File: src/hw/msl_pkg.sv
// Shared constants and carrier types for the measurement sequencer block.
// Assumes a 200 MHz system clock and a register port fed by a serial engine.
package msl_pkg;

   // Clock rate and conversion times; cycle counts round down from typical times.
   localparam int unsigned CLK_MHZ     = 200;
   localparam int unsigned T_INT_NS    = 712000;
   localparam int unsigned T_EXT_NS    = 1510000;
   localparam int unsigned T_AIN_NS    = 712000;
   localparam int unsigned T_INT_CYC   = T_INT_NS * CLK_MHZ / 1000;
   localparam int unsigned T_EXT_CYC   = T_EXT_NS * CLK_MHZ / 1000;
   localparam int unsigned T_AIN_CYC   = T_AIN_NS * CLK_MHZ / 1000;
   localparam int unsigned CNT_W       = 19;

   // Channel codes, in storage order.
   localparam logic [3:0] CH_VDD  = 4'h0;
   localparam logic [3:0] CH_INT  = 4'h1;
   localparam logic [3:0] CH_EXT  = 4'h2;
   localparam logic [3:0] CH_AIN1 = 4'h3;
   localparam logic [3:0] CH_AIN2 = 4'h4;
   localparam logic [3:0] CH_AIN3 = 4'h5;
   localparam logic [3:0] CH_LAST = 4'ha;
   localparam int unsigned NCH    = 11;

   // Averaging: sixteen samples, result is the sum shifted down by four.
   localparam logic [3:0] AVG_LAST = 4'hf;

   // Register offsets.
   localparam logic [7:0] OFF_STAT_A   = 8'h00;
   localparam logic [7:0] OFF_STAT_B   = 8'h01;
   localparam logic [7:0] OFF_VDD_LSB  = 8'h03;
   localparam logic [7:0] OFF_MSB_BASE = 8'h06;
   localparam logic [7:0] OFF_MSB_LAST = 8'h10;
   localparam logic [7:0] OFF_CTRL_A   = 8'h18;
   localparam logic [7:0] OFF_CTRL_B   = 8'h19;
   localparam logic [7:0] OFF_MASK_A   = 8'h1d;
   localparam logic [7:0] OFF_MASK_B   = 8'h1e;
   localparam logic [7:0] OFF_LSB_BASE = 8'h20;
   localparam logic [7:0] OFF_LSB_LAST = 8'h2a;
   localparam logic [7:0] OFF_LIM_BASE = 8'h30;

   // Field positions.
   localparam int unsigned CA_MON    = 0;
   localparam int unsigned CA_EXT    = 1;
   localparam int unsigned CA_POL    = 3;
   localparam int unsigned CB_SINGLE = 4;
   localparam int unsigned CB_AVGOFF = 5;

   // Reset values.
   localparam logic [7:0] CTRL_A_RST  = 8'h00;
   localparam logic [7:0] CTRL_B_RST  = 8'h00;
   localparam logic [7:0] MASK_RST    = 8'h00;
   localparam logic [7:0] VLIM_HI_RST = 8'hff;
   localparam logic [7:0] VLIM_LO_RST = 8'h00;
   localparam logic [7:0] TLIM_HI_RST = 8'h7f;
   localparam logic [7:0] TLIM_LO_RST = 8'h80;
   localparam logic       INT_RST     = 1'b1;

   typedef enum logic [1:0] {
      MSL_IDLE = 2'b00,
      MSL_CONV = 2'b01,
      MSL_HOLD = 2'b11
   } msl_state_t;

   typedef struct packed {
      logic       wr;
      logic       rd;
      logic [7:0] addr;
      logic [7:0] wdata;
   } msl_req_t;

   typedef struct packed {
      msl_state_t           st;
      logic [CNT_W-1:0]     cnt;
      logic [3:0]           avg_n;
      logic [13:0]          acc;
      logic [3:0]           ch;
      logic [7:0]           ctrl_a;
      logic [7:0]           ctrl_b;
      logic [7:0]           mask_a;
      logic [7:0]           mask_b;
      logic [NCH-1:0][7:0]  lim_hi;
      logic [NCH-1:0][7:0]  lim_lo;
      logic [NCH-1:0]       flag;
      logic                 wr_en;
      logic [3:0]           wr_ch;
      logic [9:0]           wr_val;
      logic                 rd_p;
      logic [7:0]           rd_addr;
      logic [7:0]           rdata;
      logic                 rvalid;
      logic                 int_lvl;
      logic                 adc_rst;
   } msl_state_vec_t;

endpackage

File: src/hw/msl_result_mem.sv
// Result store: one ten-bit word per channel, one write and one read port.
// Read data appear one clock after the address, from a register.
`timescale 1ns/1ps
`default_nettype none
module msl_result_mem (
   input  wire logic       sys_clk_i,
   input  wire logic       nrst_i,
   input  wire logic       wr_en_i,
   input  wire logic [3:0] wr_addr_i,
   input  wire logic [9:0] wr_data_i,
   input  wire logic [3:0] rd_addr_i,
   output logic      [9:0] rd_data_o
);

   typedef struct packed {
      logic [msl_pkg::NCH-1:0][9:0] mem;
      logic [9:0]                   rd;
   } msl_mem_t;

   msl_mem_t m_q;
   msl_mem_t m_d;

   always_comb
   begin
      m_d = m_q;
      if (!nrst_i)
      begin
         m_d = '0;
      end
      else
      begin
         if (rd_addr_i <= msl_pkg::CH_LAST)
            m_d.rd = m_q.mem[rd_addr_i];
         else
            m_d.rd = 10'h000;
         if (wr_en_i && wr_addr_i <= msl_pkg::CH_LAST)
            m_d.mem[wr_addr_i] = wr_data_i;
      end
   end

   always_ff @(posedge sys_clk_i)
   begin
      m_q <= m_d;
   end

   assign rd_data_o = m_q.rd;

endmodule
`default_nettype wire

File: src/hw/msl_sequencer.sv
// Measurement sequencer: channel selection, averaging, timing, limits, alarm.
// Assumes a serial engine that flags transactions and issues register requests,
// and an analog converter whose code on adc_data_i is valid at each sample point.
//
// Behaviour
// - High limit strict greater, low limit less-equal.
// - Out-of-limit input raises alarm against stored limits.
// - Limits are eight bits, results ten bits.
// - Violations of channels 1 to 8 flag in first status register, others in second, masked or not.
// - Alarm pin active while unmasked violation, polarity selectable.
// - Temperatures compared against own limits, flagged.
// - Single mode converts selected channel only.
// - Round robin: supply, internal, external/inputs, rest.
// - Single mode restarts same channel immediately.
// - Round robin loops forever, internal temperature each pass, external only when selected.
// - Results average sixteen samples by default.
// - Averaging on at reset, bit five disables.
// - Slow conversion times 712 us and 1.51 ms.
// - Serial transaction aborts conversion, restarts after.
// - Results readable as two byte registers.
// - Supply low bits at 03h, high at 06h.
// - Supply violations flag second status register.
// - Temperatures two's complement, quarter-degree steps.
// - Idle until monitor enable bit set.
// - Select zero is supply, one is internal.
`timescale 1ns/1ps
`default_nettype none
module msl_sequencer #(
   parameter int unsigned T_INT_CYC = msl_pkg::T_INT_CYC,
   parameter int unsigned T_EXT_CYC = msl_pkg::T_EXT_CYC,
   parameter int unsigned T_AIN_CYC = msl_pkg::T_AIN_CYC
) (
   input  wire logic              sys_clk_i,
   input  wire logic              nrst_i,
   input  wire msl_pkg::msl_req_t req_i,
   input  wire logic              xfer_active_i,
   input  wire logic [9:0]        adc_data_i,
   output logic      [7:0]        rdata_o,
   output logic                   rvalid_o,
   output logic      [3:0]        adc_chan_o,
   output logic                   adc_rst_o,
   output logic                   int_o
);

   msl_pkg::msl_state_vec_t s_q;
   msl_pkg::msl_state_vec_t s_d;

   logic                      mon;
   logic                      single;
   logic                      avgoff;
   logic                      pol;
   logic [3:0]                sel_c;
   logic                      is_temp;
   logic [msl_pkg::CNT_W-1:0] tconv;
   logic                      last;
   logic [13:0]               sx;
   logic [13:0]               sum;
   logic [9:0]                meas;
   logic [7:0]                msb;
   logic [7:0]                hi;
   logic [7:0]                lo;
   logic                      viol;
   logic [3:0]                nxt;
   logic [3:0]                mem_ra;
   logic [9:0]                mem_rd;

   assign mon    = s_q.ctrl_a[msl_pkg::CA_MON];
   assign pol    = s_q.ctrl_a[msl_pkg::CA_POL];
   assign single = s_q.ctrl_b[msl_pkg::CB_SINGLE];
   assign avgoff = s_q.ctrl_b[msl_pkg::CB_AVGOFF];
   assign sel_c  = (s_q.ctrl_b[3:0] > msl_pkg::CH_LAST) ? msl_pkg::CH_VDD : s_q.ctrl_b[3:0];
   assign is_temp = (s_q.ch == msl_pkg::CH_INT) || (s_q.ch == msl_pkg::CH_EXT);

   always_comb
   begin
      case (s_q.ch)
         msl_pkg::CH_INT: tconv = msl_pkg::CNT_W'(T_INT_CYC - 1);
         msl_pkg::CH_EXT: tconv = msl_pkg::CNT_W'(T_EXT_CYC - 1);
         default:         tconv = msl_pkg::CNT_W'(T_AIN_CYC - 1);
      endcase
   end
   assign last = (s_q.cnt == tconv);

   assign sx   = is_temp ? {{4{adc_data_i[9]}}, adc_data_i} : {4'h0, adc_data_i};
   assign sum  = s_q.acc + sx;
   assign meas = avgoff ? adc_data_i : sum[13:4];

   assign msb = meas[9:2];
   assign hi  = s_q.lim_hi[s_q.ch];
   assign lo  = s_q.lim_lo[s_q.ch];
   assign viol = is_temp ? (($signed(msb) > $signed(hi)) || ($signed(msb) <= $signed(lo)))
                         : ((msb > hi) || (msb <= lo));

   always_comb
   begin
      if (single)
         nxt = sel_c;
      else
      begin
         case (s_q.ch)
            msl_pkg::CH_INT:  nxt = s_q.ctrl_a[msl_pkg::CA_EXT] ? msl_pkg::CH_EXT
                                                                 : msl_pkg::CH_AIN1;
            msl_pkg::CH_EXT:  nxt = msl_pkg::CH_AIN3;
            msl_pkg::CH_LAST: nxt = msl_pkg::CH_VDD;
            default:          nxt = 4'(s_q.ch + 4'h1);
         endcase
      end
   end

   always_comb
   begin
      if (req_i.addr == msl_pkg::OFF_VDD_LSB)
         mem_ra = msl_pkg::CH_VDD;
      else if (req_i.addr >= msl_pkg::OFF_MSB_BASE && req_i.addr <= msl_pkg::OFF_MSB_LAST)
         mem_ra = 4'(req_i.addr - msl_pkg::OFF_MSB_BASE);
      else if (req_i.addr >= msl_pkg::OFF_LSB_BASE && req_i.addr <= msl_pkg::OFF_LSB_LAST)
         mem_ra = 4'(req_i.addr - msl_pkg::OFF_LSB_BASE);
      else
         mem_ra = 4'h0;
   end

   msl_result_mem u_mem (
      .sys_clk_i (sys_clk_i),
      .nrst_i    (nrst_i),
      .wr_en_i   (s_d.wr_en),
      .wr_addr_i (s_d.wr_ch),
      .wr_data_i (s_d.wr_val),
      .rd_addr_i (mem_ra),
      .rd_data_o (mem_rd)
   );

   always_comb
   begin
      s_d = s_q;
      s_d.wr_en  = 1'b0;
      s_d.rvalid = 1'b0;
      s_d.rd_p   = 1'b0;
      if (!nrst_i)
      begin
         s_d = '0;
         s_d.st      = msl_pkg::MSL_IDLE;
         s_d.ctrl_a  = msl_pkg::CTRL_A_RST;
         s_d.ctrl_b  = msl_pkg::CTRL_B_RST;
         s_d.mask_a  = msl_pkg::MASK_RST;
         s_d.mask_b  = msl_pkg::MASK_RST;
         s_d.int_lvl = msl_pkg::INT_RST;
         s_d.adc_rst = 1'b1;
         for (int i = 0; i < msl_pkg::NCH; i++)
         begin
            if (i == 1 || i == 2)
            begin
               s_d.lim_hi[i] = msl_pkg::TLIM_HI_RST;
               s_d.lim_lo[i] = msl_pkg::TLIM_LO_RST;
            end
            else
            begin
               s_d.lim_hi[i] = msl_pkg::VLIM_HI_RST;
               s_d.lim_lo[i] = msl_pkg::VLIM_LO_RST;
            end
         end
      end
      else
      begin
         if (req_i.wr)
         begin
            case (req_i.addr)
               msl_pkg::OFF_CTRL_A: s_d.ctrl_a = req_i.wdata;
               msl_pkg::OFF_CTRL_B: s_d.ctrl_b = req_i.wdata;
               msl_pkg::OFF_MASK_A: s_d.mask_a = req_i.wdata;
               msl_pkg::OFF_MASK_B: s_d.mask_b = req_i.wdata;
               default:             s_d.ctrl_a = s_q.ctrl_a;
            endcase
            for (int i = 0; i < msl_pkg::NCH; i++)
            begin
               if (req_i.addr == 8'(msl_pkg::OFF_LIM_BASE + 2 * i))
                  s_d.lim_hi[i] = req_i.wdata;
               if (req_i.addr == 8'(msl_pkg::OFF_LIM_BASE + 2 * i + 1))
                  s_d.lim_lo[i] = req_i.wdata;
            end
         end

         if (req_i.rd)
         begin
            s_d.rd_p    = 1'b1;
            s_d.rd_addr = req_i.addr;
         end
         if (s_q.rd_p)
         begin
            s_d.rvalid = 1'b1;
            s_d.rdata  = 8'h00;
            case (s_q.rd_addr)
               msl_pkg::OFF_STAT_A: s_d.rdata = s_q.flag[8:1];
               msl_pkg::OFF_STAT_B: s_d.rdata = {5'h00, s_q.flag[10:9], s_q.flag[0]};
               msl_pkg::OFF_VDD_LSB: s_d.rdata = {6'h00, mem_rd[1:0]};
               msl_pkg::OFF_CTRL_A: s_d.rdata = s_q.ctrl_a;
               msl_pkg::OFF_CTRL_B: s_d.rdata = s_q.ctrl_b;
               msl_pkg::OFF_MASK_A: s_d.rdata = s_q.mask_a;
               msl_pkg::OFF_MASK_B: s_d.rdata = s_q.mask_b;
               default:             s_d.rdata = 8'h00;
            endcase
            if (s_q.rd_addr >= msl_pkg::OFF_MSB_BASE && s_q.rd_addr <= msl_pkg::OFF_MSB_LAST)
               s_d.rdata = mem_rd[9:2];
            if (s_q.rd_addr >= msl_pkg::OFF_LSB_BASE && s_q.rd_addr <= msl_pkg::OFF_LSB_LAST)
               s_d.rdata = {6'h00, mem_rd[1:0]};
            for (int i = 0; i < msl_pkg::NCH; i++)
            begin
               if (s_q.rd_addr == 8'(msl_pkg::OFF_LIM_BASE + 2 * i))
                  s_d.rdata = s_q.lim_hi[i];
               if (s_q.rd_addr == 8'(msl_pkg::OFF_LIM_BASE + 2 * i + 1))
                  s_d.rdata = s_q.lim_lo[i];
            end
         end

         case (s_q.st)
            msl_pkg::MSL_IDLE:
            begin
               s_d.adc_rst = 1'b1;
               if (mon && !xfer_active_i)
               begin
                  s_d.st      = msl_pkg::MSL_CONV;
                  s_d.ch      = single ? sel_c : msl_pkg::CH_VDD;
                  s_d.cnt     = '0;
                  s_d.acc     = '0;
                  s_d.avg_n   = '0;
                  s_d.adc_rst = 1'b0;
               end
            end
            msl_pkg::MSL_CONV:
            begin
               if (xfer_active_i || !mon)
               begin
                  s_d.st      = msl_pkg::MSL_HOLD;
                  s_d.adc_rst = 1'b1;
                  s_d.cnt     = '0;
                  s_d.acc     = '0;
                  s_d.avg_n   = '0;
               end
               else if (!last)
                  s_d.cnt = s_q.cnt + 1'b1;
               else
               begin
                  s_d.cnt = '0;
                  if (!avgoff && s_q.avg_n != msl_pkg::AVG_LAST)
                  begin
                     s_d.acc   = sum;
                     s_d.avg_n = s_q.avg_n + 4'h1;
                  end
                  else
                  begin
                     s_d.acc    = '0;
                     s_d.avg_n  = '0;
                     s_d.wr_en  = 1'b1;
                     s_d.wr_ch  = s_q.ch;
                     s_d.wr_val = meas;
                     s_d.flag[s_q.ch] = viol;
                     s_d.ch = nxt;
                  end
               end
            end
            msl_pkg::MSL_HOLD:
            begin
               s_d.adc_rst = 1'b1;
               if (!xfer_active_i)
               begin
                  s_d.st      = mon ? msl_pkg::MSL_CONV : msl_pkg::MSL_IDLE;
                  s_d.adc_rst = !mon;
               end
            end
            default:
            begin
               s_d.st      = msl_pkg::MSL_IDLE;
               s_d.adc_rst = 1'b1;
            end
         endcase

         if (s_d.ctrl_a[msl_pkg::CA_POL])
            s_d.int_lvl = |(s_d.flag & ~{s_d.mask_b[2:1], s_d.mask_a, s_d.mask_b[0]});
         else
            s_d.int_lvl = ~|(s_d.flag & ~{s_d.mask_b[2:1], s_d.mask_a, s_d.mask_b[0]});
      end
   end

   always_ff @(posedge sys_clk_i)
   begin
      s_q <= s_d;
   end

   assign rdata_o    = s_q.rdata;
   assign rvalid_o   = s_q.rvalid;
   assign adc_chan_o = s_q.ch;
   assign adc_rst_o  = s_q.adc_rst;
   assign int_o      = s_q.int_lvl;

   logic [10:0] unmasked;
   assign unmasked = s_q.flag & ~{s_q.mask_b[2:1], s_q.mask_a, s_q.mask_b[0]};

   property p_hi_flag;
      @(posedge sys_clk_i) disable iff (!nrst_i)
      s_q.wr_en && s_q.wr_ch > msl_pkg::CH_EXT && s_q.wr_val[9:2] > $past(s_q.lim_hi[s_q.ch])
         |-> s_q.flag[s_q.wr_ch];
   endproperty
   a_hi_flag: assert property (p_hi_flag) else $error("high limit miss");

   property p_lo_flag;
      @(posedge sys_clk_i) disable iff (!nrst_i)
      s_q.wr_en && s_q.wr_ch != msl_pkg::CH_INT && s_q.wr_ch != msl_pkg::CH_EXT
         && s_q.wr_val[9:2] > $past(s_q.lim_lo[s_q.ch])
         && s_q.wr_val[9:2] <= $past(s_q.lim_hi[s_q.ch]) |-> !s_q.flag[s_q.wr_ch];
   endproperty
   a_lo_flag: assert property (p_lo_flag) else $error("false limit flag");

   property p_int_pin;
      @(posedge sys_clk_i) disable iff (!nrst_i)
      $past(nrst_i) |-> int_o == ((|unmasked) ~^ pol);
   endproperty
   a_int_pin: assert property (p_int_pin) else $error("alarm pin wrong");

   property p_single;
      @(posedge sys_clk_i) disable iff (!nrst_i)
      s_q.wr_en && $past(single) && $past(s_q.ctrl_b[3:0]) <= msl_pkg::CH_LAST
         |-> s_q.ch == $past(s_q.ctrl_b[3:0]);
   endproperty
   a_single: assert property (p_single) else $error("single channel wrong");

   property p_rr_wrap;
      @(posedge sys_clk_i) disable iff (!nrst_i)
      s_q.wr_en && !$past(single) && s_q.wr_ch == msl_pkg::CH_VDD |-> s_q.ch == msl_pkg::CH_INT;
   endproperty
   a_rr_wrap: assert property (p_rr_wrap) else $error("round robin order wrong");

   property p_abort;
      @(posedge sys_clk_i) disable iff (!nrst_i)
      xfer_active_i |=> adc_rst_o && s_q.st != msl_pkg::MSL_CONV;
   endproperty
   a_abort: assert property (p_abort) else $error("conversion not aborted");

   property p_restart;
      @(posedge sys_clk_i) disable iff (!nrst_i)
      s_q.st != msl_pkg::MSL_CONV && !xfer_active_i && mon ##1 !xfer_active_i
         |-> s_q.st == msl_pkg::MSL_CONV;
   endproperty
   a_restart: assert property (p_restart) else $error("no restart");

   property p_avg;
      @(posedge sys_clk_i) disable iff (!nrst_i)
      s_q.wr_en |-> $past(s_q.avg_n) == msl_pkg::AVG_LAST || $past(avgoff);
   endproperty
   a_avg: assert property (p_avg) else $error("average count wrong");

   property p_ctime;
      @(posedge sys_clk_i) disable iff (!nrst_i)
      s_q.wr_en && s_q.wr_ch == msl_pkg::CH_INT |-> $past(s_q.cnt) == msl_pkg::CNT_W'(T_INT_CYC - 1);
   endproperty
   a_ctime: assert property (p_ctime) else $error("conversion time wrong");

   c_flag:  cover property (@(posedge sys_clk_i) disable iff (!nrst_i) s_q.wr_en && s_q.flag[0]);
   c_abort: cover property (@(posedge sys_clk_i) disable iff (!nrst_i)
                            s_q.st == msl_pkg::MSL_HOLD ##1 s_q.st == msl_pkg::MSL_CONV);
   c_ext:   cover property (@(posedge sys_clk_i) disable iff (!nrst_i)
                            s_q.wr_en && s_q.wr_ch == msl_pkg::CH_EXT);

endmodule
`default_nettype wire

File: config.mk
export PLATFORM = sky130hd
export DESIGN_NAME = msl_sequencer
export DESIGN_NICKNAME = d
export VERILOG_FILES = /design/src/hw/msl_pkg.sv /design/src/hw/msl_result_mem.sv /design/src/hw/msl_sequencer.sv
export SDC_FILE = /design/constraint.sdc
export NUM_CORES = 1
export LEC_CHECK = 0
export BUFFER_PORTS_ARGS = -buffer_cell sky130_fd_sc_hd__buf_4
export CORE_MARGIN = 8
export CORE_UTILIZATION = 30
export CTS_CLUSTER_SIZE = 10
export DETAILED_ROUTE_END_ITERATION = 10
export GPL_ROUTABILITY_DRIVEN = 0
export PLACE_DENSITY_LB_ADDON = 0.2
export SYNTH_ARGS = -nofsm -noshare
export SYNTH_HDL_FRONTEND = slang
export SYNTH_SLANG_ARGS = --single-unit
File: constraint.sdc
create_clock -name sys_clk_i -period 13.1 [get_ports sys_clk_i]
set_clock_uncertainty 0.15 [all_clocks]
set_input_delay 0.655 -clock sys_clk_i [delete_from_list [all_inputs] [get_ports sys_clk_i]]
set_output_delay 0.655 -clock sys_clk_i [all_outputs]
set_load 0.01 [all_outputs]
==> impl_metrics.tcl <==
set metrics [dict create \
    final_cell_area_um2 23500 \
    final_hold_viol_count 0 \
    synth_cells 2485 \
    antenna_found_initial 3 \
    relSlewSlack_pct 16.8 \
    ys_ff_latch 408 \
    hold_path.startpoint "req_i[15]" \
    crit_path_end_kind "register" \
    yosysSeqAreaShare_pct 38.8 \
    wl_per_cell_um 23.3 \
    synth.distinct_cells 83 \
    rsz0062_at_grt "false" \
    routed_wirelength_mm 79.0 \
    core-area_um2 69800 \
    holdCritPathClass "in2reg" \
    synth.most_common_cell "dfxtp_1" \
    placed_cell_area_um2 22100 \
    reg2reg_to "int_o" \
    syn_area_um2 21100 \
    grt_overflow 0 \
    cp-start-kind "register" \
    drv_cap 0 \
    synth_edf_count 0 \
    grt_pass1_wl_mm 120 \
    grt_pass1_vias 18800 \
    ant_nets 0 \
    cts_buffers 49 \
    insertion_delay_ns 0.62 \
    chipWidth_um 281 \
    portBuffers 45 \
    holdBufCountCts 0 \
    post-cts-setup-buffers 0 \
    rr_startpoint "adc_chan_o[0]" \
    grt_usage_pct 19.5 \
    vdd_drop_max_mv 0.0936 \
    die-area_um2 78900 \
    async_flop_share_pct 0 \
    ios 46 \
    synth_nets 2555 \
    fin_setup_tns_ns 0 \
    dp_hpwl_mm 55.6 \
    synth_top_cell_by_area "dfxtp_1" \
    fin_crit_ns 5.59 \
    power-per-cell-area_nw_per_um2 115 \
    cpMaxStageDelayCell "buf_4" \
    fp-row-count 97 \
    cp.required_ns 13.43 \
    cts.path.max_buffers 3 \
    max_freq_mhz 179 \
    critPathKind "reg2reg" \
    htree_levels 2 \
    ys_top_cells_by_area "dfxtp_1, mux4_2, nor2_1, mux2i_1, a21oi_1" \
    drtIter0Drc 1652 \
    antenna_cells 0 \
    timing.critical_path.arrival_ns 5.92 \
    switching_share_pct 25.0 \
    clk_pin_slew_worst_paths_ns 0.06 \
    p_leak_nw 8.66 \
    synthTopCellsByCount "dfxtp_1, nor2_1, nand2_1" \
    fin_nets 2496 \
    start_util_pct 30.2 \
    drt_first_pass_iters 6 \
    cts-root-buf "clkbuf_16" \
    finalSetupViolations 0 \
    total_power_w 0.00271 \
    crit_fanout 44 \
    cp_cell_sequence "buf_4 -> ha_1 -> or2_1 -> nand3_1 -> and3_1 -> a21boi_0 -> nor3_1 -> o31a_1 -> inv_1 -> ha_1 -> nand3_1 -> o21a_1 -> o221a_2 -> a211oi_1 -> buf_4 -> a311oi_1 -> a2111oi_2 -> nand4_1 -> mux2i_1" \
    grt_max_degree 101 \
    cts_tree "done" \
    remaining_drc_errors 0 \
    fillers 7242 \
    synth-main-ff-cell "dfxtp_1" \
    fp.dieH_um 281 \
    cts_sinks 408 \
    ys.warnings.count 0 \
    reg2reg_depth 19 \
    max_stage_delay_ns 0.67 \
    ff2ff_setup_slack_ns 7.51 \
    syn_avg_cell_area_um2 8.47 \
    tightest_slew_ns 1.24 \
    pwr-share-seq_pct 46.4 \
    hold_path_depth 3 \
    status "finished clean" \
    viasPerCell 5.69 \
    layout-drive-gt1-share_pct 11.0 \
    num_vias 19300 \
    report.final.slew_viol_count 0 \
    hold_path_end "s_q[18]" \
    comb_power_share_pct 6.1 \
    min_period_over_period_pct 42.6 \
    power.switching_w 0.000676 \
    post_cts_resized 0 \
    netlist.area_leader.share_pct 38.8 \
    clockPowerShare_pct 47.4 \
    internal_power_w 0.00203 \
    area_growth_pct 11.8 \
]
[logic make-up after synthesis]
group / after synthesis / share of synthesized area [%]
AO/OA/AOI/OAI: 699 / 21.0
AND/OR/NAND/NOR: 871 / 18.7
XOR/XNOR: 22 / 0.915
adder cells (fa/ha/maj): 39 / 2.35
multiplexers: 214 / 13.7
buffers and inverters: 232 / 4.50
flip-flops: 408 / 38.8
[power groups by stage]
stage	logic [W]	registers, W	clock network [W]
final	0.000166	0.00126	0.00128
after global routing	0.000178	0.00126	0.00137
after CTS	0.000164	0.00126	0.00131
after detailed placement	0.000164	0.00128	0
after global placement	0.000162	0.00128	0
after floorplan	0.000107	0.00128	0
[critical path: cells and delay by family, from the launching register on]
kind | cells | cell delay [ns]
buf+inv | 3 | 1.05
simple gates | 6 | 1.19
mux | 1 | 0.14
flops | 1 | 0.32
compound gates | 7 | 1.84
fa+ha+maj | 2 | 0.78
[placed cells by master, fill, tap and decap left out, types with 33 or more instances in the layout]
cell type / n
o211ai_1: 81
nand2_1: 243
ha_1: 38
mux4_2: 56
buf_4: 85
dfxtp_1: 404
o21ai_0: 173
clkbuf_16: 49
nand3_1: 105
mux2i_1: 121
mux2_2: 37
a21oi_1: 205
nor3_1: 40
nor2_1: 326
inv_1: 33
[area by class of cell]
class / count / area (um2) / share of cell area (%)
Clock inverter: 6 / 106 / 0.452
Clock buffer: 64 / 1350 / 5.74
Tap cell: 940 / 1180 / 4.99
Multi-Input combinational cell: 1845 / 11900 / 50.7
Inverter: 36 / 140 / 0.595
Timing Repair Buffer: 86 / 649 / 2.76
Sequential cell: 408 / 8180 / 34.7
[per-layer routing]
metal | track usage [%] | wire [um] | vias up
li1 | - | - | 8949
met1 | 25.3 | 33900 | 9451
met3 | 3.46 | 5360 | 166
met4 | 7.44 | 3040 | 6
met5 | 0 | 40 | -
met2 | 31.9 | 36600 | 694
[worst max-delay path by stage]
stage / startpoint / to / slack [ns] / depth (start not counted)
floorplan: adc_data_i[0] / int_o / 7.83 / 22
global placement: adc_data_i[0] / int_o / 7.25 / 22
detailed placement: adc_data_i[0] / int_o / 7.17 / 22
CTS: adc_chan_o[0] / int_o / 7.51 / 19
global route: s_q[258] / int_o / 7.02 / 21
finish: adc_chan_o[0] / int_o / 7.51 / 19
[per-stage QoR]
step / cells / hold WS [ns] / worst slack, ns / util (%)
after floorplan: 2485 / 0.276 / 7.83 / -
after global placement: 3315 / 0.290 / 7.25 / 31.7
after detailed placement: 3315 / 0.301 / 7.17 / 31.7
after CTS: 3385 / 0.142 / 7.51 / 33.7
after global routing: 3385 / 0.191 / 7.02 / 33.7
final: 3385 / 0.175 / 7.51 / 33.7
[sequential cells by signal, indices dropped and copies added, names as in the netlist]
register	cells
pol	1
avgoff	1
u_mem.rd_data_o	10
u_mem.m_q	110
adc_chan_o	4
rdata_o	8
mon	1
int_o	1
rvalid_o	1
adc_rst_o	1
s_q	270
No activity file was read; power rests on OpenSTA's default activity.
